===== config.mk =====
export PLATFORM = sky130hd
export DESIGN_NAME = ooc_top
export DESIGN_NICKNAME = d
export VERILOG_FILES = /design/src/verilog/ooc_pkg.sv /design/src/verilog/ooc_sync_bank.sv /design/src/verilog/ooc_top.sv
export VERILOG_INCLUDE_DIRS = /design/src /design/src/verilog
export SDC_FILE = /design/constraint.sdc
export NUM_CORES = 1
export LEC_CHECK = 0
export BUFFER_PORTS_ARGS = -buffer_cell sky130_fd_sc_hd__buf_2
export CAP_MARGIN = 20
export CORE_ASPECT_RATIO = 1.1
export CORE_UTILIZATION = 46
export DETAILED_ROUTE_END_ITERATION = 8
export GPL_TIMING_DRIVEN = 0
export PLACE_DENSITY_LB_ADDON = 0.1
export SLEW_MARGIN = 40
export SYNTH_ARGS = -nofsm -noshare
export SYNTH_HDL_FRONTEND = slang
export SYNTH_SLANG_ARGS = --single-unit

===== constraint.sdc =====
create_clock -name clk -period 1.35 [get_ports clk]
set_input_delay 0.0675 -clock clk [delete_from_list [all_inputs] [get_ports clk]]
set_output_delay 0.0675 -clock clk [all_outputs]
set_load 0.005 [all_outputs]

===== src/verilog/ooc_cfg.svh =====
// Constants for the output-one clock control block.
// Assumes inclusion by bare name from the block's package and modules.
//
// What this block does
// - Bit 7 set powers output driver down
// - Bit 6 picks fractional or integer division
// - Bit 5 picks first or second loop
// - Bit 4 inverts the selected output clock
// - Source 00 drives output from crystal
// - Source 01 buffers the reference clock input
// - Source 11 drives output from divider
`ifndef OOC_CFG_SVH
`define OOC_CFG_SVH

// Register address and reset value
`define OOC_CTRL_ADDR 8'h11
`define OOC_CTRL_RESET 8'h00

// Field positions
`define OOC_PDN_BIT 7
`define OOC_INT_BIT 6
`define OOC_REF_BIT 5
`define OOC_INV_BIT 4
`define OOC_SRC_HI 3
`define OOC_SRC_LO 2
`define OOC_RSVD_HI 1
`define OOC_RSVD_LO 0

// Source field encodings
`define OOC_SRC_CRYSTAL 2'h0
`define OOC_SRC_REFIN 2'h1
`define OOC_SRC_RSVD 2'h2
`define OOC_SRC_DIV 2'h3

// Park time around a source switch, in ns, and in cycles at 40 MHz
`define OOC_CLK_PERIOD_NS 25
`define OOC_SWITCH_PARK_NS 100
`define OOC_SWITCH_PARK_CYC \
  ((`OOC_SWITCH_PARK_NS + `OOC_CLK_PERIOD_NS - 1) / `OOC_CLK_PERIOD_NS)

`endif


===== src/verilog/ooc_pkg.sv =====
// Types for the output-one clock control block.
// Assumes ooc_cfg.svh is on the include path.
`include "ooc_cfg.svh"

package ooc_pkg;

  // Control register image, bit 7 down to bit 0
  typedef struct packed {
    logic powerdown;
    logic integerMode;
    logic refSelect;
    logic invert;
    logic [1:0] sourceSelect;
    logic [1:0] reserved;
  } ooc_ctrl_t;

  // Raw clock levels entering the block
  typedef struct packed {
    logic firstLoop;
    logic secondLoop;
    logic crystal;
    logic refIn;
    logic divider;
  } ooc_srcs_t;

  typedef enum logic [2:0] {
    OOC_ST_OFF = 3'b001,
    OOC_ST_PARK = 3'b010,
    OOC_ST_RUN = 3'b100
  } ooc_state_t;

endpackage


===== src/verilog/ooc_sync_bank.sv =====
// Bank of multi-stage synchronisers, one chain per bit.
// Assumes inputs are asynchronous to clk; output is the last stage.
`timescale 1ns/100ps

module ooc_sync_bank #(
  parameter int WIDTH = 5,
  parameter int STAGES = 2
) (
  // Clock and reset
  input wire logic clk,
  input wire logic rst_n,
  // Data
  input wire logic [WIDTH-1:0] asyncIn,
  output logic [WIDTH-1:0] syncOut
);

  // Refuse chains too short to synchronise
  if (STAGES < 2 || WIDTH < 1) begin : g_bad_params
    $error("ooc_sync_bank: STAGES must be >= 2 and WIDTH >= 1");
  end

  genvar b;
  generate
    for (b = 0; b < WIDTH; b++) begin : g_bit
      logic [STAGES-1:0] chain;
      always_ff @(posedge clk) begin
        if (!rst_n) begin
          chain <= '0;
        end else begin
          chain <= {chain[STAGES-2:0], asyncIn[b]};
        end
      end
      assign syncOut[b] = chain[STAGES-1];
    end
  endgenerate

endmodule


===== src/verilog/ooc_top.sv =====
// Control logic for clock output one: register, source select, output.
// Assumes source clocks are asynchronous pins and far below 20 MHz,
// since they are sampled by the 40 MHz clock before reaching the output.
`timescale 1ns/100ps
`include "ooc_cfg.svh"

module ooc_top
  import ooc_pkg::*;
#(
  parameter int SYNC_STAGES = 2,
  parameter int PARK_CYCLES = `OOC_SWITCH_PARK_CYC
) (
  // Clock and reset
  input wire logic clk,
  input wire logic rst_n,
  // Configuration port
  input wire logic cfgWrite,
  input wire logic cfgRead,
  input wire logic [7:0] cfgAddr,
  input wire logic [7:0] cfgWrData,
  output logic [7:0] cfgRdData,
  output logic cfgRdValid,
  // Source clocks
  input wire logic firstLoopSource,
  input wire logic secondLoopSource,
  input wire logic crystalOscillator,
  input wire logic refClockInput,
  input wire logic dividerClock,
  // Divider controls
  output logic out1DividerIntegerMode,
  output logic out1DividerRefSelect,
  output logic dividerRefClock,
  // Output one
  output logic clockOutputOne,
  output logic clockOutputOneOe_n,
  output logic out1Powerdown
);

  localparam logic [3:0] PARK_LAST = 4'(PARK_CYCLES - 1);

  // Park counter is four bits wide
  if (PARK_CYCLES < 1 || PARK_CYCLES > 16) begin : g_bad_park
    $error("ooc_top: PARK_CYCLES must lie in 1..16");
  end
  if (SYNC_STAGES < 2) begin : g_bad_sync
    $error("ooc_top: SYNC_STAGES must be at least 2");
  end

  // Field unpacking, used for writes and reset
  function automatic ooc_ctrl_t unpackCtrl(input logic [7:0] raw);
    ooc_ctrl_t c;
    c.powerdown = raw[`OOC_PDN_BIT];
    c.integerMode = raw[`OOC_INT_BIT];
    c.refSelect = raw[`OOC_REF_BIT];
    c.invert = raw[`OOC_INV_BIT];
    c.sourceSelect = raw[`OOC_SRC_HI:`OOC_SRC_LO];
    c.reserved = raw[`OOC_RSVD_HI:`OOC_RSVD_LO];
    return c;
  endfunction

  // Sampled level of the chosen output source
  function automatic logic pickSource(input logic [1:0] sel,
                                      input ooc_srcs_t s);
    logic lvl;
    lvl = 1'b0;
    unique case (sel)
      `OOC_SRC_CRYSTAL: lvl = s.crystal;
      `OOC_SRC_REFIN: lvl = s.refIn;
      `OOC_SRC_RSVD: lvl = 1'b0;
      `OOC_SRC_DIV: lvl = s.divider;
    endcase
    return lvl;
  endfunction

  ooc_ctrl_t ctrl;
  ooc_ctrl_t next_ctrl;
  ooc_srcs_t rawSrcs;
  ooc_srcs_t syncSrcs;
  ooc_state_t state;
  ooc_state_t next_state;
  logic [1:0] activeSource;
  logic activeInvert;
  logic [3:0] parkCount;
  logic [3:0] next_parkCount;

  // Configuration decode
  wire addrHit = (cfgAddr == `OOC_CTRL_ADDR);
  wire writeHit = cfgWrite && addrHit;
  wire [7:0] readMux = addrHit ? ctrl : 8'h00;

  // Synchronise every incoming clock level
  assign rawSrcs = '{firstLoop: firstLoopSource,
                     secondLoop: secondLoopSource,
                     crystal: crystalOscillator,
                     refIn: refClockInput,
                     divider: dividerClock};

  ooc_sync_bank #(
    .WIDTH($bits(ooc_srcs_t)),
    .STAGES(SYNC_STAGES)
  ) u_sync (
    .clk(clk),
    .rst_n(rst_n),
    .asyncIn(rawSrcs),
    .syncOut(syncSrcs)
  );

  // Control register; reserved bits are stored as written
  always_comb begin
    next_ctrl = ctrl;
    if (writeHit) begin
      next_ctrl = unpackCtrl(cfgWrData);
    end
  end

  always_ff @(posedge clk) begin
    if (!rst_n) begin
      ctrl <= unpackCtrl(`OOC_CTRL_RESET);
    end else begin
      ctrl <= next_ctrl;
    end
  end

  // Read port answers one cycle after the strobe
  always_ff @(posedge clk) begin
    if (!rst_n) begin
      cfgRdData <= 8'h00;
      cfgRdValid <= 1'b0;
    end else begin
      cfgRdValid <= cfgRead;
      if (cfgRead) begin
        cfgRdData <= readMux;
      end
    end
  end

  // Divider mode, loop select and powerdown come straight from the register
  assign out1DividerIntegerMode = ctrl.integerMode;
  assign out1DividerRefSelect = ctrl.refSelect;
  assign out1Powerdown = ctrl.powerdown;

  // Divider reference follows the loop select
  wire nextDivRef = ctrl.refSelect ? syncSrcs.secondLoop
                                   : syncSrcs.firstLoop;

  always_ff @(posedge clk) begin
    if (!rst_n) begin
      dividerRefClock <= 1'b0;
    end else begin
      dividerRefClock <= nextDivRef;
    end
  end

  // Switch sequencing: park output low while source or polarity moves
  wire cfgMoved = (ctrl.sourceSelect != activeSource) ||
                  (ctrl.invert != activeInvert);
  wire parkDone = (parkCount == PARK_LAST);

  always_comb begin
    next_state = state;
    next_parkCount = parkCount;
    unique case (state)
      OOC_ST_OFF: begin
        next_parkCount = 4'h0;
        if (!ctrl.powerdown) begin
          next_state = OOC_ST_PARK;
        end
      end
      OOC_ST_PARK: begin
        next_parkCount = parkCount + 4'h1;
        if (ctrl.powerdown) begin
          next_state = OOC_ST_OFF;
          next_parkCount = 4'h0;
        end else if (cfgMoved) begin
          next_parkCount = 4'h0;
        end else if (parkDone) begin
          next_state = OOC_ST_RUN;
          next_parkCount = 4'h0;
        end
      end
      OOC_ST_RUN: begin
        next_parkCount = 4'h0;
        if (ctrl.powerdown) begin
          next_state = OOC_ST_OFF;
        end else if (cfgMoved) begin
          next_state = OOC_ST_PARK;
        end
      end
      default: begin
        next_state = OOC_ST_OFF;
        next_parkCount = 4'h0;
      end
    endcase
  end

  always_ff @(posedge clk) begin
    if (!rst_n) begin
      state <= OOC_ST_OFF;
      parkCount <= 4'h0;
    end else begin
      state <= next_state;
      parkCount <= next_parkCount;
    end
  end

  // Active selection follows the register while parked
  always_ff @(posedge clk) begin
    if (!rst_n) begin
      activeSource <= `OOC_SRC_CRYSTAL;
      activeInvert <= 1'b0;
    end else if (state != OOC_ST_RUN) begin
      activeSource <= ctrl.sourceSelect;
      activeInvert <= ctrl.invert;
    end
  end

  // Output level: selected source, optionally inverted
  wire srcLevel = pickSource(activeSource, syncSrcs);
  wire runLevel = srcLevel ^ activeInvert;
  wire nextOut = (state == OOC_ST_RUN) ? runLevel : 1'b0;
  wire nextOe_n = ctrl.powerdown;

  always_ff @(posedge clk) begin
    if (!rst_n) begin
      clockOutputOne <= 1'b0;
      clockOutputOneOe_n <= 1'b1;
    end else begin
      clockOutputOne <= nextOut;
      clockOutputOneOe_n <= nextOe_n;
    end
  end

endmodule


==> summary.md <==
| Metric | Value |
|---|---|
| Routed length on met1 | `1340 um` |
| WL final | `3060 um` |
| Area leader, netlist | `dfxtp_1` |
| Switching share of power | `26.8%` |
| Status | `finished, violations left` |
| CP Max Fanout | `3` |
| Setup ws final | `-0.00816 ns` |
| Die Y | `63.4 um` |
| Io pins | `40` |
| Post-Syn Area | `1570 um^2` |
| Flops & latches, synth | `40` |
| Metal2 WL | `1520 um` |
| Switch Pwr | `0.591 mW` |
| Later-pin clock latency in the skew report | `0.35 ns` |
| Fill count | `272` |
| Crit path kind | `register to register` |
| P_int | `1.61 mW` |
| Post-synth EDFFs | `0` |
| Clock skew | `0.00911 ns` |
| Max stage delay cell, worst path | `or3b_4` |
| RSZ-0062 raised after global routing | `yes` |
| Period utilization | `101%` |
| Met3 wire len | `145 um` |
| HP Class | `input port to register` |
| Total number of vias | `1279` |
| Pins Over Slew Limit | `0` |
| Die W | `57.8 um` |
| Initial core utilization | `49.9%` |
| Sequential share of the synthesized area | `50.9%` |
| CORE AREA | `3150 um^2` |
| Num Clock Sinks | `40` |
| Final net count | `240` |
| Grt total ovfl | `0` |
| Worst slew pin tran | `0.619 ns` |
| Starting DRT DRC Count | `24` |
| H-tree depth | `2` |
| Vias in the first global route | `1260` |
| Clock transition at path regs | `0.13 ns` |
| Layout overhead on the synthesized area | `32.0%` |
| Number of antenna violations at the first check in global routing | `0` |
| Clock Power Share | `27.9%` |
| Final Setup Violations | `1` |
| Diode count | `0` |
| Post-synth cell types | `29` |
| Tot GR Track Use | `18.8%` |
| Crit. End Element | `register` |
| Synth warn | `0` |
| Via density | `5.14` |
| Final ANT Viol Nets | `0` |
| Setup TNS | `-0.00816 ns` |
| Mapped Cells | `151` |
| Min Clock Period, post-route | `1.36 ns` |
| Worst setup SP type | `register` |
| Crit-path leading delay family | `simple AND/OR/NAND/NOR gates` |
| Clock Tree Buf Depth | `2` |
| Detailed placer's ending HPWL | `2060 um` |
| CTS root buf | `clkbuf_4` |
| Critical Path AT | `1.61 ns` |
| Wire per inst | `12.3 um` |
| Endpoints failing hold | `0` |
| # port buffers | `39` |
| Failing checks | `DRC, setup timing` |
| # rows | `21` |
| Die Area | `3660 um^2` |
| Max Cap Viol | `0` |
| CTS tree | `yes` |
| CP cell instances | `ha_4 > or3b_4 > a2bb2oi_2 > o221a_2` |
| Asr flop ratio synth | `0%` |
| 1st-pass router iterations | `6` |
| CTS buffer count | `5` |
| Layout Cells excl Fill | `249` |
| Post-synth top area share | `50.9%` |
| Layout cells sized above 1 | `29.8%` |
| Delay of the slowest critical-path stage | `0.39 ns` |
| Routability cong. | `0.739` |
| Post-synth top cells | `dfxtp_1, nand2_1, mux2i_1` |
| Avg Cell Area, Syn | `10.4 um^2` |
| Flop pwr share | `58.6%` |
| Max Clk Rate | `0.736 GHz` |
| Fin Hold WS | `0.0577 ns` |
| Syn_nets | `177` |
| CP Buf/Inv Count | `0` |
| Total power draw | `2.20 mW` |
| Logic pwr share | `13.5%` |
| First-pass GRT wire length | `5330 um` |
| Leak pwr | `0.879 nW` |
| P per Cell Area | `1060 nW/um^2` |
| Worst EP required | `1.60 ns` |
| Peak VDD IR | `0.856 mV` |
| Max-slew headroom | `58.5%` |
| Drt drc | `3` |
| Synth area leaders | `dfxtp_1, mux2i_1, and2_1, nand2_1, a21boi_0` |
| Most frequent cell after synthesis | `dfxtp_1` |
| Top sig layer | `met4` |
| Post-synth top flop | `dfxtp_1` |
| Largest net degree at the start of global routing | `15` |
| Setup slack at placement | `-0.0661 ns` |
| DP Cell Count | `224` |
## path summary, 6_finish.rpt
kind                                            start                             endpoint  slack (ns)  cells after the start
hold reg to reg   u_sync.g_bit[0].chain[0]$_SDFF_PN0_  u_sync.g_bit[0].chain[1]$_SDFF_PN0_        0.45                      1
setup / recovery              parkCount[1]$_SDFF_PP0_                state[1]$_SDFFE_PN0P_      -0.008                      4
setup reg to reg              parkCount[1]$_SDFF_PP0_                state[1]$_SDFFE_PN0P_      -0.008                      4
hold / removal                                  rst_n            clockOutputOne$_SDFF_PN0_        0.06                      3
## timing repair
| item | in CTS | in global routing |
|---|---|---|
| gates resized for setup | 3 | 2 |
| endpoints found under the setup margin | 1 | 7 |
| hold endpoints to repair | 13 | 0 |
| buffers inserted | 2 | 2 |
| hold buffers | 13 | 0 |
| pin swaps | 3 | 2 |
## worst register-to-register path, delay by kind of cell (launching register included)
family	cells	cell delay (ns)
flops	1	0.38
simple gates	1	0.39
fa+ha+maj	1	0.13
compound gates	2	0.37
## power by group through the flow
stage	clock [mW]	sequential [mW]	combinational (mW)
2_1_floorplan	0	1.31	0.162
3_3_place_gp	0	1.31	0.227
3_5_place_dp	0	1.32	0.239
4_1_cts	0.645	1.29	0.290
5_1_grt	0.705	1.30	0.334
6_report	0.614	1.29	0.297
## kinds of logic (layout without fill, tap and decap cells)
| kind of cell | after synthesis | after routing | synth area share [%] |
|---|---|---|---|
| mux | 14 | 14 | 8.98 |
| flops | 40 | 40 | 50.9 |
| fa+ha+maj | 1 | 1 | 0.795 |
| buf+inv | 8 | 72 | 1.91 |
| simple gates | 69 | 69 | 27.9 |
| xor+xnor | 6 | 6 | 3.34 |
| compound gates | 13 | 13 | 6.20 |
## metrics by stage
step / utilization (%) / instance area [um^2]
after floorplan: - / 1580
after global placement: 57.7 / 1820
after detailed placement: 57.7 / 1820
after CTS: 64.8 / 2040
after global routing: 65.9 / 2080
final: 65.9 / 2080
## cell usage in the layout (no fill, tap or decap), types with 2 or more instances in the layout
| cell type | instances |
|---|---|
| buf_2 | 39 |
| dfxtp_1 | 37 |
| nand2_1 | 18 |
| mux2i_1 | 13 |
| dlygate4sd3_1 | 13 |
| and2_1 | 11 |
| nand2b_1 | 9 |
| nand4_1 | 9 |
| a21boi_0 | 8 |
| clkbuf_1 | 5 |
| nor2b_1 | 5 |
| xnor2_1 | 5 |
| clkbuf_4 | 5 |
| nor3_1 | 4 |
| inv_1 | 3 |
| nand3_1 | 3 |
| dfxtp_2 | 3 |
| buf_4 | 3 |
| nor4b_4 | 2 |
| nor2_1 | 2 |
| clkinvlp_4 | 2 |
## registers in the layout, indices dropped and copies added, names as in the netlist, 2 cells and up
name,count
activeSource,2
cfgRdData,8
ctrl,5
parkCount,4
state,3
u_sync.g_bit.chain,10
## layer usage
| layer | vias to the layer above | track usage (%) |
|---|---|---|
| li1 | 647 | - |
| met1 | 592 | 22.8 |
| met2 | 34 | 31.0 |
| met3 | 6 | 5.95 |
| met4 | 0 | 7.14 |
| met5 | - | 0 |
## area by class of cell
cell class,count,area (um^2),share of cell area (%)
buffer,5,18.8,0.904
clock buffer,5,37.5,1.81
clock inverter,3,23.8,1.14
inverter,3,11.3,0.542
multi-input combinational,103,771,37.1
sequential,40,805,38.7
tap,34,42.5,2.05
timing repair buffer,56,368,17.7
Power figures use the tool's default switching activity.
